File: config.mk
export PLATFORM = sky130hd
export DESIGN_NAME = b1srm_top
export DESIGN_NICKNAME = d
export VERILOG_FILES = /design/src/rtl/b1srm_pkg.sv /design/src/rtl/b1srm_ahb_if.sv /design/src/rtl/b1srm_reset_ctl.sv /design/src/rtl/b1srm_top.sv
export VERILOG_INCLUDE_DIRS = /design/src /design/src/rtl
export SDC_FILE = /design/constraint.sdc
export NUM_CORES = 1
export LEC_CHECK = 0
export CAP_MARGIN = 15
export CELL_PAD_IN_SITES_DETAIL_PLACEMENT = 1
export CELL_PAD_IN_SITES_GLOBAL_PLACEMENT = 2
export CORE_ASPECT_RATIO = 0.8
export CORE_MARGIN = 1
export CORE_UTILIZATION = 35
export DETAILED_ROUTE_END_ITERATION = 10
export DONT_BUFFER_PORTS = 1
export PLACE_DENSITY_LB_ADDON = 0.1
export SYNTH_ARGS = -nofsm -noshare
export SYNTH_HDL_FRONTEND = slang
export SYNTH_SLANG_ARGS = --single-unit
File: constraint.sdc
create_clock -name hclk -period 2.3 [get_ports hclk]
set_input_delay 0.46 -clock hclk [delete_from_list [all_inputs] [get_ports hclk]]
set_output_delay 0.46 -clock hclk [all_outputs]
set_load 0.005 [all_outputs]
File: src/rtl/b1srm_map.svh
// Register map constants for the bank-one special register block
`ifndef B1SRM_MAP_SVH
`define B1SRM_MAP_SVH
`define B1SRM_ADDR_INDIRECT 8'h80
`define B1SRM_ADDR_OPTION 8'h81
`define B1SRM_ADDR_PCL 8'h82
`define B1SRM_ADDR_STATUS 8'h83
`define B1SRM_ADDR_POINTER 8'h84
`define B1SRM_ADDR_DIR_A 8'h85
`define B1SRM_ADDR_DIR_B 8'h86
`define B1SRM_ADDR_DIR_C 8'h87
`define B1SRM_ADDR_DIR_D 8'h88
`define B1SRM_ADDR_DIR_E 8'h89
`define B1SRM_ADDR_HOLD 8'h8a
`define B1SRM_ADDR_INTCTL 8'h8b
`define B1SRM_ADDR_PIE 8'h8c
`define B1SRM_ADDR_PWR 8'h8e
`define B1SRM_ADDR_PERIOD 8'h92
`define B1SRM_ADDR_SLAVE 8'h93
`define B1SRM_ADDR_SSTATE 8'h94
`define B1SRM_ADDR_RESET_CTL 8'hc0
`define B1SRM_ADDR_PC_STATE 8'hc4
`define B1SRM_ADDR_MIRROR_BASE 8'h00
`define B1SRM_BANK_BIT 7
`define B1SRM_EXT_BIT 6
`define B1SRM_RST_OPTION 8'hff
`define B1SRM_RST_DIR8 8'hff
`define B1SRM_RST_DIR6 6'h3f
`define B1SRM_RST_DIR_E 8'h07
`define B1SRM_RST_PERIOD 8'hff
`define B1SRM_RST_ZERO8 8'h00
`define B1SRM_RST_HOLD 5'h00
`define B1SRM_RST_STATUS_POR 8'h18
`define B1SRM_STATUS_KEEP_OTHER 8'h07
`define B1SRM_STATUS_FLAGS_OTHER 8'h00
`define B1SRM_INTCTL_KEEP 8'h01
`define B1SRM_PIE_MASK 8'hbf
`define B1SRM_SSTATE_MASK 8'h3f
`define B1SRM_DIR_E_MASK 8'hf7
`define B1SRM_DIR_E_RO_MASK 8'hf0
`define B1SRM_BANK_SEL_BIT 5
`define B1SRM_PWR_POR_FLAG 1
`define B1SRM_PWR_BOR_FLAG 0
`define B1SRM_RESET_CTL_POR 0
`define B1SRM_RESET_CTL_BOR 1
`define B1SRM_RESET_CTL_OTHER 2
`endif

File: src/rtl/b1srm_pkg.sv
// Types shared by the bank-one special register block
package b1srm_pkg;
    typedef enum logic [1:0] {
        B1SRM_RST_NONE,
        B1SRM_RST_POWER,
        B1SRM_RST_BROWN,
        B1SRM_RST_OTHER
    } b1srm_reset_type;
    typedef struct packed {
        logic [7:0] addr;
        logic write;
        logic read;
        logic [7:0] wdata;
    } b1srm_access_type;
    typedef enum logic {
        B1SRM_ADDR_PH,
        B1SRM_DATA_PH
    } b1srm_phase_type;
endpackage : b1srm_pkg

File: src/rtl/b1srm_ahb_if.sv
// AHB-Lite slave front end turning bus transfers into register accesses
`include "b1srm_map.svh"
module b1srm_ahb_if (
    input wire logic hclk,
    input wire logic hresetn,
    input wire logic hsel,
    input wire logic [31:0] haddr,
    input wire logic [1:0] htrans,
    input wire logic hwrite,
    input wire logic hready,
    input wire logic [31:0] hwdata,
    output b1srm_pkg::b1srm_access_type acc,
    output logic data_phase
);
    logic [7:0] addr_q;
    logic wr_q;
    logic act_q;
    wire take = hsel && hready && htrans[1];
    // Byte address divided by four gives the register index
    wire [7:0] index = haddr[9:2];
    always_ff @(posedge hclk or negedge hresetn) begin
        if (!hresetn) begin
            addr_q <= 8'h00;
            wr_q <= 1'b0;
            act_q <= 1'b0;
        end else if (hready) begin
            addr_q <= index;
            wr_q <= take && hwrite;
            act_q <= take;
        end
    end
    assign acc.addr = addr_q;
    assign acc.write = act_q && wr_q;
    assign acc.read = act_q && !wr_q;
    assign acc.wdata = hwdata[7:0];
    assign data_phase = act_q;
endmodule : b1srm_ahb_if

File: src/rtl/b1srm_reset_ctl.sv
// Reset class tracker choosing power-up or other-reset values
`include "b1srm_map.svh"
module b1srm_reset_ctl (
    input wire logic hclk,
    input wire logic hresetn,
    input wire logic [2:0] req,
    output b1srm_pkg::b1srm_reset_type rst_kind
);
    b1srm_pkg::b1srm_reset_type kind_q;
    // Power-on beats brown-out beats other resets
    always_ff @(posedge hclk or negedge hresetn) begin
        if (!hresetn) begin
            kind_q <= b1srm_pkg::B1SRM_RST_POWER;
        end else if (req[`B1SRM_RESET_CTL_POR]) begin
            kind_q <= b1srm_pkg::B1SRM_RST_POWER;
        end else if (req[`B1SRM_RESET_CTL_BOR]) begin
            kind_q <= b1srm_pkg::B1SRM_RST_BROWN;
        end else if (req[`B1SRM_RESET_CTL_OTHER]) begin
            kind_q <= b1srm_pkg::B1SRM_RST_OTHER;
        end else begin
            kind_q <= b1srm_pkg::B1SRM_RST_NONE;
        end
    end
    assign rst_kind = kind_q;
endmodule : b1srm_reset_ctl

File: src/rtl/b1srm_top.sv
// Bank-one special register file behind an AHB-Lite slave
// How it works
// - Mirrored registers answer the same at bank zero and bank one.
// - Indirect pointer holds the address and survives all but power-up and brown-out.
// - Upper counter bits come only from holding register on counter load.
// - Master-clear and watchdog resets use the other-reset values.
// - Direction registers A to D reset to all ones on every reset; E resets to 07h.
// - Serial slave address resets to zero on every reset.
// - Unimplemented addresses and bits read zero and ignore writes.
//
// The AHB-Lite interface to the registers was decided locally.
`include "b1srm_map.svh"
module b1srm_top (
    input wire logic hclk,
    input wire logic hresetn,
    input wire logic hsel,
    input wire logic [31:0] haddr,
    input wire logic [1:0] htrans,
    input wire logic hwrite,
    input wire logic [2:0] hsize,
    input wire logic hready,
    input wire logic [31:0] hwdata,
    output logic [31:0] hrdata,
    output logic hreadyout,
    output logic hresp,
    output logic [7:0] port_a_direction,
    output logic [7:0] port_b_direction,
    output logic [7:0] port_c_direction,
    output logic [7:0] port_d_direction,
    output logic [7:0] option_config,
    output logic [7:0] timer_period,
    output logic [7:0] serial_slave_address,
    output logic [7:0] indirect_pointer,
    output logic [12:0] program_counter
);
    b1srm_pkg::b1srm_access_type acc;
    b1srm_pkg::b1srm_reset_type rst_kind;
    logic dphase;
    logic [7:0] opt_q, pcl_q, stat_q, ptr_q, dir_e_q, ictl_q, pie_q;
    logic [7:0] per_q, slv_q, sst_q, rctl_q;
    logic [5:0] dir_a_q;
    logic [7:0] dir_b_q, dir_c_q, dir_d_q;
    logic [4:0] hold_q, pch_q;
    logic [1:0] pwr_q;
    logic [31:0] rdata_q;

    b1srm_ahb_if u_if (
        .hclk(hclk),
        .hresetn(hresetn),
        .hsel(hsel),
        .haddr(haddr),
        .htrans(htrans),
        .hwrite(hwrite),
        .hready(hready),
        .hwdata(hwdata),
        .acc(acc),
        .data_phase(dphase)
    );

    b1srm_reset_ctl u_rst (
        .hclk(hclk),
        .hresetn(hresetn),
        .req(rctl_q[2:0]),
        .rst_kind(rst_kind)
    );

    // Folds a bank-zero mirror onto its bank-one address
    function automatic logic [7:0] fold(input logic [7:0] a);
        logic m;
        m = (a == `B1SRM_ADDR_INDIRECT) || (a == `B1SRM_ADDR_PCL) ||
            (a == `B1SRM_ADDR_STATUS) || (a == `B1SRM_ADDR_POINTER) ||
            (a == `B1SRM_ADDR_HOLD) || (a == `B1SRM_ADDR_INTCTL);
        fold = m ? a : 8'h00;
    endfunction : fold

    wire [7:0] up_addr = acc.addr | 8'h80;
    wire mirror_hit = (fold(up_addr) != 8'h00) &&
        (acc.addr[`B1SRM_BANK_BIT] == 1'b0);
    wire bank_one = stat_q[`B1SRM_BANK_SEL_BIT] ||
        acc.addr[`B1SRM_BANK_BIT];
    wire [7:0] ea = mirror_hit ? up_addr :
        (acc.addr == `B1SRM_ADDR_RESET_CTL) ? acc.addr :
        (acc.addr == `B1SRM_ADDR_PC_STATE) ? acc.addr :
        (bank_one && !acc.addr[`B1SRM_EXT_BIT]) ? up_addr : 8'h00;
    wire wr = acc.write;
    wire [7:0] wd = acc.wdata;
    wire any_rst = rst_kind != b1srm_pkg::B1SRM_RST_NONE;
    wire power_rst = (rst_kind == b1srm_pkg::B1SRM_RST_POWER) ||
        (rst_kind == b1srm_pkg::B1SRM_RST_BROWN);
    wire w_opt = wr && (ea == `B1SRM_ADDR_OPTION);
    wire w_pcl = wr && (ea == `B1SRM_ADDR_PCL);
    wire w_stat = wr && (ea == `B1SRM_ADDR_STATUS);
    wire w_ptr = wr && (ea == `B1SRM_ADDR_POINTER);
    wire w_da = wr && (ea == `B1SRM_ADDR_DIR_A);
    wire w_db = wr && (ea == `B1SRM_ADDR_DIR_B);
    wire w_dc = wr && (ea == `B1SRM_ADDR_DIR_C);
    wire w_dd = wr && (ea == `B1SRM_ADDR_DIR_D);
    wire w_de = wr && (ea == `B1SRM_ADDR_DIR_E);
    wire w_hold = wr && (ea == `B1SRM_ADDR_HOLD);
    wire w_ictl = wr && (ea == `B1SRM_ADDR_INTCTL);
    wire w_pie = wr && (ea == `B1SRM_ADDR_PIE);
    wire w_pwr = wr && (ea == `B1SRM_ADDR_PWR);
    wire w_per = wr && (ea == `B1SRM_ADDR_PERIOD);
    wire w_slv = wr && (ea == `B1SRM_ADDR_SLAVE);
    wire w_sst = wr && (ea == `B1SRM_ADDR_SSTATE);
    wire w_rctl = wr && (ea == `B1SRM_ADDR_RESET_CTL);

    logic [7:0] rd_mux;
    always_comb begin
        if (ea == `B1SRM_ADDR_INDIRECT) begin
            rd_mux = `B1SRM_RST_ZERO8;
        end else if (ea == `B1SRM_ADDR_OPTION) begin
            rd_mux = opt_q;
        end else if (ea == `B1SRM_ADDR_PCL) begin
            rd_mux = pcl_q;
        end else if (ea == `B1SRM_ADDR_STATUS) begin
            rd_mux = stat_q;
        end else if (ea == `B1SRM_ADDR_POINTER) begin
            rd_mux = ptr_q;
        end else if (ea == `B1SRM_ADDR_DIR_A) begin
            rd_mux = {2'b00, dir_a_q};
        end else if (ea == `B1SRM_ADDR_DIR_B) begin
            rd_mux = dir_b_q;
        end else if (ea == `B1SRM_ADDR_DIR_C) begin
            rd_mux = dir_c_q;
        end else if (ea == `B1SRM_ADDR_DIR_D) begin
            rd_mux = dir_d_q;
        end else if (ea == `B1SRM_ADDR_DIR_E) begin
            rd_mux = dir_e_q & `B1SRM_DIR_E_MASK;
        end else if (ea == `B1SRM_ADDR_HOLD) begin
            rd_mux = {3'b000, hold_q};
        end else if (ea == `B1SRM_ADDR_INTCTL) begin
            rd_mux = ictl_q;
        end else if (ea == `B1SRM_ADDR_PIE) begin
            rd_mux = pie_q;
        end else if (ea == `B1SRM_ADDR_PWR) begin
            rd_mux = {6'b00_0000, pwr_q};
        end else if (ea == `B1SRM_ADDR_PERIOD) begin
            rd_mux = per_q;
        end else if (ea == `B1SRM_ADDR_SLAVE) begin
            rd_mux = slv_q;
        end else if (ea == `B1SRM_ADDR_SSTATE) begin
            rd_mux = sst_q & `B1SRM_SSTATE_MASK;
        end else if (ea == `B1SRM_ADDR_PC_STATE) begin
            rd_mux = {3'b000, pch_q};
        end else begin
            rd_mux = `B1SRM_RST_ZERO8;
        end
    end

    // Read data caught in the wait cycle, held while the master takes it
    always_ff @(posedge hclk or negedge hresetn) begin
        if (!hresetn) begin
            rdata_q <= 32'h0000_0000;
        end else if (acc.read && !hreadyout) begin
            rdata_q <= {24'h00_0000, rd_mux};
        end
    end

    always_ff @(posedge hclk or negedge hresetn) begin
        if (!hresetn) begin
            dir_a_q <= `B1SRM_RST_DIR6;
            dir_b_q <= `B1SRM_RST_DIR8;
            dir_c_q <= `B1SRM_RST_DIR8;
            dir_d_q <= `B1SRM_RST_DIR8;
            dir_e_q <= `B1SRM_RST_DIR_E;
        end else if (any_rst) begin
            dir_a_q <= `B1SRM_RST_DIR6;
            dir_b_q <= `B1SRM_RST_DIR8;
            dir_c_q <= `B1SRM_RST_DIR8;
            dir_d_q <= `B1SRM_RST_DIR8;
            dir_e_q <= `B1SRM_RST_DIR_E;
        end else begin
            if (w_da) dir_a_q <= wd[5:0];
            if (w_db) dir_b_q <= wd;
            if (w_dc) dir_c_q <= wd;
            if (w_dd) dir_d_q <= wd;
            // Buffer status bits stay read-only
            if (w_de) dir_e_q <= (dir_e_q & `B1SRM_DIR_E_RO_MASK) |
                (wd & ~`B1SRM_DIR_E_RO_MASK & `B1SRM_DIR_E_MASK);
        end
    end

    always_ff @(posedge hclk or negedge hresetn) begin
        if (!hresetn) begin
            slv_q <= `B1SRM_RST_ZERO8;
            opt_q <= `B1SRM_RST_OPTION;
            per_q <= `B1SRM_RST_PERIOD;
            sst_q <= `B1SRM_RST_ZERO8;
            pie_q <= `B1SRM_RST_ZERO8;
        end else if (any_rst) begin
            slv_q <= `B1SRM_RST_ZERO8;
            opt_q <= `B1SRM_RST_OPTION;
            per_q <= `B1SRM_RST_PERIOD;
            sst_q <= `B1SRM_RST_ZERO8;
            pie_q <= `B1SRM_RST_ZERO8;
        end else begin
            if (w_slv) slv_q <= wd;
            if (w_opt) opt_q <= wd;
            if (w_per) per_q <= wd;
            if (w_sst) sst_q <= wd & `B1SRM_SSTATE_MASK;
            if (w_pie) pie_q <= wd & `B1SRM_PIE_MASK;
        end
    end

    always_ff @(posedge hclk or negedge hresetn) begin
        if (!hresetn) begin
            ptr_q <= `B1SRM_RST_ZERO8;
        end else if (power_rst) begin
            ptr_q <= `B1SRM_RST_ZERO8;
        end else if (w_ptr) begin
            ptr_q <= wd;
        end
    end

    // other-reset values for status and interrupt control
    always_ff @(posedge hclk or negedge hresetn) begin
        if (!hresetn) begin
            stat_q <= `B1SRM_RST_STATUS_POR;
            ictl_q <= `B1SRM_RST_ZERO8;
            pwr_q <= 2'b00;
        end else if (power_rst) begin
            stat_q <= `B1SRM_RST_STATUS_POR;
            ictl_q <= `B1SRM_RST_ZERO8;
            pwr_q <= 2'b00;
        end else if (rst_kind == b1srm_pkg::B1SRM_RST_OTHER) begin
            stat_q <= (stat_q & `B1SRM_STATUS_KEEP_OTHER) |
                `B1SRM_STATUS_FLAGS_OTHER;
            ictl_q <= ictl_q & `B1SRM_INTCTL_KEEP;
        end else begin
            if (w_stat) stat_q <= wd;
            if (w_ictl) ictl_q <= wd;
            if (w_pwr) pwr_q <= wd[1:0];
        end
    end

    // upper bits loaded from holding register
    always_ff @(posedge hclk or negedge hresetn) begin
        if (!hresetn) begin
            hold_q <= `B1SRM_RST_HOLD;
            pcl_q <= `B1SRM_RST_ZERO8;
            pch_q <= `B1SRM_RST_HOLD;
        end else if (any_rst) begin
            hold_q <= `B1SRM_RST_HOLD;
            pcl_q <= `B1SRM_RST_ZERO8;
            pch_q <= `B1SRM_RST_HOLD;
        end else begin
            if (w_hold) hold_q <= wd[4:0];
            if (w_pcl) begin
                pcl_q <= wd;
                pch_q <= hold_q;
            end
        end
    end

    always_ff @(posedge hclk or negedge hresetn) begin
        if (!hresetn) begin
            rctl_q <= `B1SRM_RST_ZERO8;
        end else if (w_rctl) begin
            rctl_q <= wd;
        end else begin
            rctl_q <= `B1SRM_RST_ZERO8;
        end
    end

    // one wait state on reads so hrdata leaves a flip-flop
    wire rd_take = hsel && hready && htrans[1] && !hwrite;
    always_ff @(posedge hclk or negedge hresetn) begin
        if (!hresetn) begin
            hreadyout <= 1'b1;
            hresp <= 1'b0;
        end else begin
            hreadyout <= !rd_take;
            hresp <= 1'b0;
        end
    end

    assign hrdata = rdata_q;
    assign port_a_direction = {2'b00, dir_a_q};
    assign port_b_direction = dir_b_q;
    assign port_c_direction = dir_c_q;
    assign port_d_direction = dir_d_q;
    assign option_config = opt_q;
    assign timer_period = per_q;
    assign serial_slave_address = slv_q;
    assign indirect_pointer = ptr_q;
    assign program_counter = {pch_q, pcl_q};
endmodule : b1srm_top

== Word-level counts from Yosys, hierarchy flattened ==
Index checks and enable logic that the tools add are counted.

* Flip-flop bits (word level): 144
* Bits of input ports: 74
* Output and inout bits: 111
* Word-level logic and storage cells: 184

* Equal/unequal tests: 30
* Multiplexer cells: 64
* Bitwise operators: 2
* Reductions and logical operators: 62

{| class="wikitable"
|+ Operators by type and width
! cell !! count
|-
| $mux W8 || 47
|-
| $eq A8 B8 Y1 const B || 21
|-
| $reduce_bool A2 Y1 || 17
|-
| $mux W6 || 5
|-
| $logic_and A1 B1 Y1 || 26
|-
| $mux W5 || 5
|-
| $eq A7 B2 Y1 const B || 2
|-
| $eq A7 B4 Y1 const B || 2
|-
| $mux W2 || 6
|-
| $or A8 B3 Y8 || 1
|-
| $reduce_bool A8 Y1 || 1
|-
| $eq A7 B3 Y1 const B || 1
|-
| $logic_not A7 Y1 || 1
|-
| $logic_or A1 B1 Y1 || 7
|-
| $reduce_and A2 Y1 || 3
|-
| $reduce_bool A3 Y1 || 2
|-
| $logic_not A1 Y1 || 5
|-
| $eq A2 B2 Y1 const B || 2
|-
| $mux W3 || 1
|-
| $eq A2 B1 Y1 const B || 1
|-
| $ne A2 B2 Y1 const B || 1
|-
| $not A1 Y1 || 1
|}

== Logic depth before layout (Yosys ltp) ==
Gate-level depths: netlist (run 1).

* Depth in word-level cells: 29
* Mapped depth: 9
* Depth with buffers taken out: 6

== By module ==
From an unflattened synthesis (run 1), not the netlist that was laid out.

* Cells, all modules: 812
* Area total of the unflattened synthesis: 7,573.5 um2

{| class="wikitable"
|+ Modules (own cells, without submodules)
! module !! times used !! cells an instance !! area an instance (um2) !! sequential area each (um2)
|-
| b1srm_top || 1 || 771 || 7,033.0 || 3,218.1
|-
| b1srm_ahb_if || 1 || 35 || 470.5 || 250.2
|-
| b1srm_reset_ctl || 1 || 6 || 70.1 || 51.3
|}

== Least setup slack after synthesis (run 1) ==
OpenSTA, ideal clock, no wires.

* Path type: reg2reg
* Start: register u_if.addr_q[4]
* End: register rdata_q[4] (netlist: hrdata[4])
* Library setup time: 157 ps
* Data arrival time: 2,023 ps
* Data required time: 2,143 ps
* Setup slack: 120 ps
* Stages on the path, launching flop included: 8
* Buffers on the path: 3
* Clock period less this slack: 2,180 ps
* Path through: dfrtp_1 -> buf_6 -> or3b_1 -> buf_6 -> buf_8 -> or4_4 -> o221ai_1 -> a41oi_1

* Cells in the longest elaborated chain, start to end: 29
* Elaborated cells on any way between the ends: 56
* Classes of those cells: 25 x eq/ne; 23 x mux; 8 x reduce/logical

{| class="wikitable"
|+ RTL lines
! element !! line !! RTL
|-
| start, declared || b1srm_ahb_if.sv:15 || <nowiki>logic [7:0] addr_q;</nowiki>
|-
| start signal, assigned || b1srm_ahb_if.sv:27 || <nowiki>addr_q <= index;</nowiki>
|-
| $eq A7 B2 Y1 (no source line) or $logic_not A7 Y1 (tied branches) || -- ||
|-
| $logic_or A1 B1 Y1 (5 in a row) || b1srm_top.sv:70 || <nowiki>m = (a == `B1SRM_ADDR_INDIRECT) || (a == `B1SRM_ADDR_PCL) ||</nowiki>
|-
| $mux W8 || b1srm_top.sv:73 || <nowiki>fold = m ? a : 8'h00;</nowiki>
|-
| $reduce_bool A8 Y1 || b1srm_top.sv:77 || <nowiki>wire mirror_hit = (fold(up_addr) != 8'h00) &&</nowiki>
|-
| $logic_and A1 B1 Y1 || b1srm_top.sv:77 ||
|-
| $mux W8 * || b1srm_top.sv:81 || <nowiki>wire [7:0] ea = mirror_hit ? up_addr :</nowiki>
|-
| $eq A8 B8 Y1 (no source line) || -- ||
|-
| $mux W5 || b1srm_top.sv:144 || <nowiki>end else if (ea == `B1SRM_ADDR_PC_STATE) begin</nowiki>
|-
| [9 not listed] || -- ||
|-
| $mux W8 || b1srm_top.sv:124 || <nowiki>end else if (ea == `B1SRM_ADDR_DIR_C) begin</nowiki>
|-
| $mux W8 || b1srm_top.sv:122 || <nowiki>end else if (ea == `B1SRM_ADDR_DIR_B) begin</nowiki>
|-
| $mux W8 || b1srm_top.sv:120 || <nowiki>end else if (ea == `B1SRM_ADDR_DIR_A) begin</nowiki>
|-
| $mux W8 || b1srm_top.sv:118 || <nowiki>end else if (ea == `B1SRM_ADDR_POINTER) begin</nowiki>
|-
| $mux W8 || b1srm_top.sv:116 || <nowiki>end else if (ea == `B1SRM_ADDR_STATUS) begin</nowiki>
|-
| $mux W8 || b1srm_top.sv:114 || <nowiki>end else if (ea == `B1SRM_ADDR_PCL) begin</nowiki>
|-
| $mux W8 || b1srm_top.sv:112 || <nowiki>end else if (ea == `B1SRM_ADDR_OPTION) begin</nowiki>
|-
| $mux W8 * || b1srm_top.sv:110 || <nowiki>if (ea == `B1SRM_ADDR_INDIRECT) begin</nowiki>
|-
| end signal, assigned || b1srm_top.sv:156 || <nowiki>rdata_q <= {24'h00_0000, rd_mux};</nowiki>
|-
| end, declared || b1srm_top.sv:45 || <nowiki>logic [31:0] rdata_q;</nowiki>
|}

Every way passes the cells marked *; elsewhere a longest branch is shown, timed or not.
A chain may end at the register's enable or synchronous reset.

== Worst setup path after layout (run 1) ==
* Start: register u_if.addr_q[4]
* End: register pwr_q[0]

* Cells in the longest elaborated chain, start to end: 14
* Elaborated cells on any way between the ends: 24
* Classes of those cells: 8 x eq/ne; 5 x mux; 11 x reduce/logical

{| class="wikitable"
|+ RTL lines
! element !! line !! RTL
|-
| $eq A7 B2 Y1 (no source line) or $logic_not A7 Y1 (tied branches) || -- ||
|-
| $logic_or A1 B1 Y1 (5 in a row) || b1srm_top.sv:70 ||
|-
| $mux W8 || b1srm_top.sv:73 ||
|-
| $reduce_bool A8 Y1 || b1srm_top.sv:77 ||
|-
| $logic_and A1 B1 Y1 || b1srm_top.sv:77 ||
|-
| $mux W8 * || b1srm_top.sv:81 ||
|-
| $eq A8 B8 Y1 (no source line) * || -- ||
|-
| $logic_and A1 B1 Y1 * || b1srm_top.sv:102 || <nowiki>wire w_pwr = wr && (ea == `B1SRM_ADDR_PWR);</nowiki>
|-
| $reduce_bool A2 Y1 (no source line) * || -- ||
|-
| $reduce_and A2 Y1 (no source line) * || -- ||
|-
| end signal, assigned || b1srm_top.sv:233 || <nowiki>if (w_pwr) pwr_q <= wd[1:0];</nowiki>
|-
| end, declared || b1srm_top.sv:44 || <nowiki>logic [1:0] pwr_q;</nowiki>
|}

Marks and branches as above.

==> out/metrics.csv, run 1 <==
stage,metric,value,unit
critical_path,crit-reg2reg-launch,u_if.addr_q[4],
sta,whs,-0.273,ns
global_routing,overflow,0,
sta,post-route-period-util,1.01,
global_routing,grt_pass1_vias,6651,
floorplanning,io_pins,185,
pwr,power.leakage,3.79,nW
clock_network,clock_sinks,138,
drt,drt_iter0_drc,629,
sta,rsz0062_at_grt,yes,
critical_path,setup.worst_path.start_class,flip-flop,
drt,wl_met3,1820,µm
global_routing,grt_pass1_wl,43200,µm
floorplanning,die_y,132,µm
floorplanning,core_area,20600,µm²
placement,dpl.hpwl,20000,µm
sta,tightest_slew,0.624,ns
drt,met2_length,13200,µm
cells_and_area,num_antenna_cells,0,
pwr,ir_worst_vdd,0.368,mV
clock_network,worstSkewPairLatency,0.43,ns
critical_path,reg2reg_slack,-0.02,ns
drt,dr.pass1.iters,5,
worst_hold_path,min_path_type,in -> async,
floorplanning,rows,47,
pwr,p_total,5.69,mW
yosys,synth_cells,779,
yosys,netlist_area,7360,µm²
placement,port_buffers,0,
yosys,async_flop_share,1.00,
sta,report.final.setup_viol,1,
global_routing,grtUsageTotal,0.272,
floorplanning,start_util,0.356,
sta,tns,-0.0195,ns
sta,hold_viol_final,100,
critical_path,crit_start,u_if.addr_q[4],
critical_path,worstPathArrival,2.61,ns
outcome,violations,"negative hold slack, negative setup slack",
job,maxCapViolCount,0,
yosys,synth.distinct_cells,69,
cells_and_area,utilization,0.434,
cells_and_area,nNetsFinal,927,
drt,m1WireLength,13200,µm
clock_network,cts_max_path_buffers,2,
floorplanning,die_area,21600,µm²
critical_path,cp_max_fo,14,
clock_network,htreeDepth,4,
clock_network,path_clk_slew,0.06,ns
yosys,synth-seq-cells,138,
critical_path,crit_required,2.59,ns
drt,vias_per_cell,5.74,
sta,slew_viol_final,0,
clock_network,clock_tree.root_cell,clkbuf_16,
placement,gp_congestion,0.835,
sta,fin_crit,2.32,ns
critical_path,endpoint_kind,flip-flop,
yosys,yosysWarnings,0,
sta,timing.final.ws_setup,-0.0195,ns
sta,finClkSkew,0.0170,ns
yosys,avgSynthCellArea,9.44,µm²
cells_and_area,final_cell_count_no_fill,1132,
sta,fmax,431,MHz
sta,relSlewSlack,0.583,
cells_and_area,area_growth,21.9,%
yosys,ys_seq_area_frac,0.478,
clock_network,cts_buffers,17,
drt,routed-via-count,6501,
drt,postRouteAntennaNets,0,
global_routing,grt_max_degree,139,
drt,wl_per_cell,25.3,µm
drt,routed_wl,28600,µm
drt,top_layer,met4,
cells_and_area,drive_above_1_share,0.297,
placement,dpl.cell_count,1079,
global_routing,antenna_found_initial,1,
pwr,power_density,635,nW/µm²
yosys,synthFlopType,dfrtp_1,
outcome,status,"finished, violations left",
critical_path,path_class,reg -> reg,
clock_network,cts_tree,built,
floorplanning,dieWidth,164,µm
yosys,synth_edf_count,0,
drt,post-route-drc-count,0,
==> cell usage in the layout, fill, tap and decap left out, types with 4 or more instances in the layout <==
master and instances:
o221ai_1 5, o21ai_0 17, dfrtp_2 6, dfstp_2 53, inv_1 10, o22ai_1 5, clkbuf_16 17, clkinv_2 5
dfrtp_1 79, buf_6 7, o21ai_1 8, buf_12 8, conb_1 27, nand3_1 64, mux2i_1 27, and2_1 9
a222oi_1 5, nor2b_1 18, nor4_4 9, buf_4 91, a21boi_0 25, nand4_1 5, nand2_1 173, nor2_1 26
a21oi_1 24, mux2_2 8, a22oi_1 17, a211oi_1 4, nor3_1 7, nor2_2 6, a221oi_1 7, a22o_1 4
clkbuf_1 5
==> where the power goes <==
part	leakage [nW]	total (mW)	switching, mW	internal (mW)
clock network	0.254	2.46	1.07	1.40
logic	1.90	0.563	0.307	0.256
registers	1.63	2.66	0.119	2.55
total	3.79	5.69	1.49	4.20
==> worst max-delay path, stage by stage (launching register included) <==
cell     delay (ns)
dfrtp_1        0.44
or3b_4         0.43
buf_12         0.17
buf_4          0.16
nor4_4         0.31
buf_4          0.20
and2_4         0.16
nor2_1         0.05
a21oi_1        0.14
o22ai_1        0.12
==> worst paths after layout <==
check / to / cells past startpoint
setup reg to reg: pwr_q[0] / 9
min in group hclk: hreadyout / 1
setup / recovery: pwr_q[0] / 9
hold / removal: pcl_q[5] / 0
max in group asynchronous: port_b_direction[5] / 0
hold reg to reg: u_rst.rst_kind[1] / 1
==> area by class of cell <==
type	count	area, µm²
Timing Repair Buffer	106	922
Multi-Input combinational cell	578	3630
Clock buffer	23	458
Fill cell	2319	11700
Clock inverter	8	51.3
Sequential cell	138	3530
Tap cell	269	337
Inverter	10	37.5
==> stage by stage <==
step	setup slack (ns)	area (µm²)
3_5_place_dp	-0.223	8100
6_report	-0.0195	8960
3_3_place_gp	-0.165	8100
5_1_grt	-0.0584	8960
4_1_cts	-0.0151	8730
2_1_floorplan	0.120	7450
==> metal layers <==
metal / GRT usage / vias to the layer above
li1: - / 2860
met1: 0.387 / 3406
met2: 0.417 / 213
met3: 0.0638 / 22
met4: 0.0607 / 0
met5: 0 / -
==> registers in the layout, indices dropped and copies added (netlist names), 3 cells and up <==
signal                count
hold_q                    5
pch_q                     5
sst_q                     6
port_d_direction          8
timer_period              8
option_config             8
rctl_q                    3
ictl_q                    8
indirect_pointer          8
port_b_direction          8
port_c_direction          8
hrdata                    8
serial_slave_address      8
dir_e_q                   3
stat_q                    8
dir_a_q                   6
u_if.addr_q               8
pcl_q                     8
pie_q                     7
==> timing repair <==
item | 4_1_cts | 5_1_grt
pin swaps | 2 | 17
setup endpoints to repair | 10 | 25
cloned | 0 | 0
buffers inserted | 6 | 17
hold endpoints to repair | 138 | 138
resized for setup | 20 | 34
==> cell usage after synthesis, types with 3 or more instances <==
library cell / instances / share of area
nand2_1: 174 / 0.089
dfrtp_1: 85 / 0.29
nand3_1: 64 / 0.044
dfstp_2: 53 / 0.19
clkbuf_1: 33 / 0.017
nor2_1: 30 / 0.015
a21boi_0: 28 / 0.029
buf_4: 27 / 0.028
mux2i_1: 27 / 0.037
a21oi_1: 26 / 0.018
o21ai_0: 20 / 0.014
a22oi_1: 18 / 0.018
nor2b_1: 18 / 0.015
buf_2: 13 / 0.0088
and2_1: 10 / 0.0085
inv_1: 10 / 0.0051
nor4_4: 9 / 0.026
a221oi_1: 8 / 0.0095
mux2_2: 8 / 0.012
nor3_1: 8 / 0.0054
a211oi_1: 6 / 0.0061
o21ai_1: 6 / 0.0041
o221ai_1: 6 / 0.0071
o22ai_1: 6 / 0.0051
a222oi_1: 5 / 0.0068
a31oi_1: 5 / 0.0043
nand4_1: 5 / 0.0043
a22o_1: 4 / 0.0048
a32o_1: 3 / 0.0041
a32oi_1: 3 / 0.0036
buf_1: 3 / 0.0015
nand2b_1: 3 / 0.0026
o211ai_1: 3 / 0.0031
o221a_2: 3 / 0.0046
==> cells by family (layout without fill, tap and decap cells) <==
kind of cell / count (synthesis) / count (layout) / synth area share
compound gates: 169 / 169 / 0.167
fa+ha+maj: 2 / 2 / 0.00340
buf+inv: 89 / 147 / 0.0650
flops: 138 / 138 / 0.478
mux: 35 / 35 / 0.0490
other cells: 1 / 27 / 0.000510
simple gates: 345 / 345 / 0.237
(Power assumes the default switching activity.)
==> run 2, diff against run 1 <==
--- a/config.mk
+++ b/config.mk
@@ -9,7 +9,6 @@
 export CAP_MARGIN = 15
 export CELL_PAD_IN_SITES_DETAIL_PLACEMENT = 1
 export CELL_PAD_IN_SITES_GLOBAL_PLACEMENT = 2
-export CORE_ASPECT_RATIO = 0.8
 export CORE_MARGIN = 1
 export CORE_UTILIZATION = 35
 export DETAILED_ROUTE_END_ITERATION = 10
==> run 2 against run 1 <==
The run still ends with negative hold slack, negative setup slack left. Total power is 8.2% higher. First-iteration DRC count is 47% lower. Routed wire length is 0.33% higher. Cell count is 1.3% higher. Critical path depth is 1 lower. Count of clock-buffer cells in the layout is 4 lower. Register-to-register slack hardly changed. Non-clock buffer count is 13 higher. Worst hold slack worse by 0.0014 ns. Highest routed layer unchanged. Die area hardly changed. Design area is 4.6% higher. Worst setup slack worse by 0.0025 ns.
==> out/metrics.csv, run 2 (synthesis gave the netlist of run 1 again) <==
stage,metric,value,unit,change
outcome,status,"finished, violations left",,
outcome,violations,"negative hold slack, negative setup slack",,
pwr,power_frac_comb,0.098,,about the same
cells_and_area,final_common_cell,nand2_1,,
placement,dpl.cell_count,1100,,+1.9%
global_routing,antenna_found_initial,0,,-1
drt,drt_iter0_drc,333,,-47%
floorplanning,die_y,147,µm,+12%
floorplanning,rows,52,,+11%
worst_hold_path,min_path_type,in -> async,,
pwr,power_density,657,nW/µm²,+3.4%
clock_network,htreeDepth,4,,unchanged
critical_path,cp_slowest_cell,or4_4,,
cells_and_area,mostFrequentLayoutCells,"nand2_1 (172), buf_4 (101), dfrtp_1 (81)",,
placement,gp_congestion,0.883,,+5.7%
pwr,swShare,0.258,,-0.00497
floorplanning,start_util,0.360,,+0.00369
global_routing,overflow,0,,unchanged
sta,rsz0062_at_grt,yes,,
critical_path,crit_chain,or3b_4 > buf_12 > buf_16 > or4_4 > o22ai_2 > nor2_1 > o211ai_1 > o21ai_2,,
clock_network,cts_buffers,17,,unchanged
critical_path,max_stage_delay,0.56,ns,+0.12 ns
critical_path,cp_max_fo,7,,-7
drt,postRouteAntennaNets,0,,unchanged
global_routing,grt_pass1_wl,43500,µm,+0.72%
drt,routed_wl,28700,µm,+0.33%
placement,dpl.hpwl,20200,µm,+1.3%
job,maxCapViolCount,0,,unchanged
cells_and_area,design_area,9370,µm²,+4.6%
pwr,p_sw,1.59,mW,+6.1%
sta,whs,-0.274,ns,-0.00140 ns
pwr,p_clk_frac,0.469,,+0.036
clock_network,cts_tree,built,,
sta,tightest_slew,0.700,ns,+0.0760 ns
clock_network,clock_tree.root_cell,clkbuf_16,,
critical_path,setup.worst_path.start_class,flip-flop,,
critical_path,path_class,reg -> reg,,
cells_and_area,final_cell_count_no_fill,1147,,+1.3%
cells_and_area,nFillCells,2313,,-0.26%
pwr,power.leakage,3.97,nW,+4.6%
critical_path,crit_required,2.60,ns,about the same
global_routing,grtUsageTotal,0.274,,+0.00165
floorplanning,dieWidth,147,µm,-10%
clock_network,worstSkewPairLatency,0.43,ns,about the same
sta,timing.final.ws_setup,-0.0220,ns,-0.00253 ns
clock_network,path_clk_slew,0.06,ns,about the same
placement,postPlaceCellArea,8220,µm²,+1.4%
drt,routed-via-count,6416,,-1.3%
drt,wl_per_cell,25.0,µm,-0.99%
sta,finClkSkew,0.00676,ns,-0.0102 ns
pwr,ir_worst_vdd,0.457,mV,+24%
critical_path,worstPathArrival,2.63,ns,+0.02 ns
clock_network,cts_max_path_buffers,2,,unchanged
pwr,p_total,6.16,mW,+8.2%
floorplanning,core_area,20400,µm²,-1.0%
cells_and_area,area_growth,27.4,%,
pwr,seqPwrFrac,0.433,,-0.035
pwr,p_int,4.57,mW,+8.9%
sta,fmax,431,MHz,-0.11%
placement,port_buffers,0,,unchanged
cells_and_area,nNetsFinal,940,,+1.4%
floorplanning,die_area,21600,µm²,about the same
sta,report.final.setup_viol,2,,+1
drt,vias_per_cell,5.59,,-2.6%
sta,hold_viol_final,127,,+27%
sta,fin_crit,2.32,ns,+0.00253 ns
cells_and_area,drive_above_1_share,0.338,,+0.0409
sta,post-route-period-util,1.01,,+0.00110
cells_and_area,utilization,0.459,,+0.0245
floorplanning,io_pins,185,,unchanged
global_routing,grt_max_degree,139,,unchanged
drt,post-route-drc-count,0,,unchanged
global_routing,grt_pass1_vias,6748,,+1.5%
drt,dr.pass1.iters,5,,unchanged
critical_path,endpoint_kind,flip-flop,,
cells_and_area,num_antenna_cells,0,,unchanged
sta,relSlewSlack,0.533,,-0.0502
sta,slew_viol_final,0,,unchanged
clock_network,clock_sinks,138,,unchanged
-- run 2: cell types whose count changed in the layout (fill, tap and decap cells not counted), sizes merged --
cell / delta
clkinv: -1
buf: +13
clkbuf: -4
clkinvlp: +1
bufinv: +3
inv: +2
-- run 2: critical path: cells and delay by family (launching register included) --
| kind | cells | cell delay, ns |
|---|---|---|
| DFF | 1 | 0.47 |
| buffers and inverters | 2 | 0.29 |
| and+or+nand+nor | 3 | 1.08 |
| AOI/OAI and AO/OA | 3 | 0.35 |
-- run 2: what timing repair did --
item,CTS,global route
gates cloned,1,0
setup endpoints to repair,12,57
gates resized for setup,36,59
pin swaps,17,21
buffers inserted,8,11
endpoints found under the hold margin,138,138
-- run 2: final timing paths --
path,end,start,slack (ns),cells past startpoint
max in group asynchronous,port_b_direction[2],hresetn,2.28,0
setup reg to reg,hrdata[1],u_if.addr_q[4],-0.02,8
hold reg to reg,u_rst.rst_kind[1],rctl_q[0],0.43,1
min in group hclk,u_if.data_phase,hready,0.14,1
setup / recovery,hrdata[1],u_if.addr_q[4],-0.02,8
hold / removal,u_if.addr_q[2],hresetn,-0.27,0
-- run 2: layout make-up --
type | count | area, µm² | share of cell area
Clock buffer | 19 | 443 | 0.0473
Clock inverter | 13 | 169 | 0.0180
Timing Repair Buffer | 119 | 1050 | 0.112
Sequential cell | 138 | 3520 | 0.376
Tap cell | 270 | 338 | 0.0360
Inverter | 10 | 37.5 | 0.00400
Multi-Input combinational cell | 578 | 3810 | 0.407
-- run 2: power groups by stage --
| stage | clock (mW) | sequential [mW] | combinational [mW] |
|---|---|---|---|
| after floorplan | 0 | 2.64 | 0.358 |
| after CTS | 2.94 | 2.66 | 0.553 |
| final | 2.89 | 2.66 | 0.605 |
| after detailed placement | 0 | 2.69 | 0.515 |
| after global routing | 3.05 | 2.68 | 0.649 |
| after global placement | 0 | 2.69 | 0.501 |
-- run 2: metrics by stage --
| stage | hold slack, ns | setup slack, ns | setup TNS, ns |
|---|---|---|---|
| after floorplan | 0.164 | 0.120 | 0 |
| after global placement | 0.170 | -0.217 | -0.617 |
| after detailed placement | 0.170 | -0.195 | -0.850 |
| after CTS | -0.289 | 0.00408 | 0 |
| after global routing | -0.299 | -0.0940 | -0.676 |
| final | -0.274 | -0.0220 | -0.0231 |
-- run 2: per-layer routing --
metal	routed length [µm]	global-route usage	part of all wire	vias to the layer above
li1	-	-	-	2886
met4	546	0.0856	0.019	0
met5	0	0	0	-
met1	12800	0.371	0.45	3305
met2	13500	0.427	0.47	191
met3	1880	0.0714	0.065	34
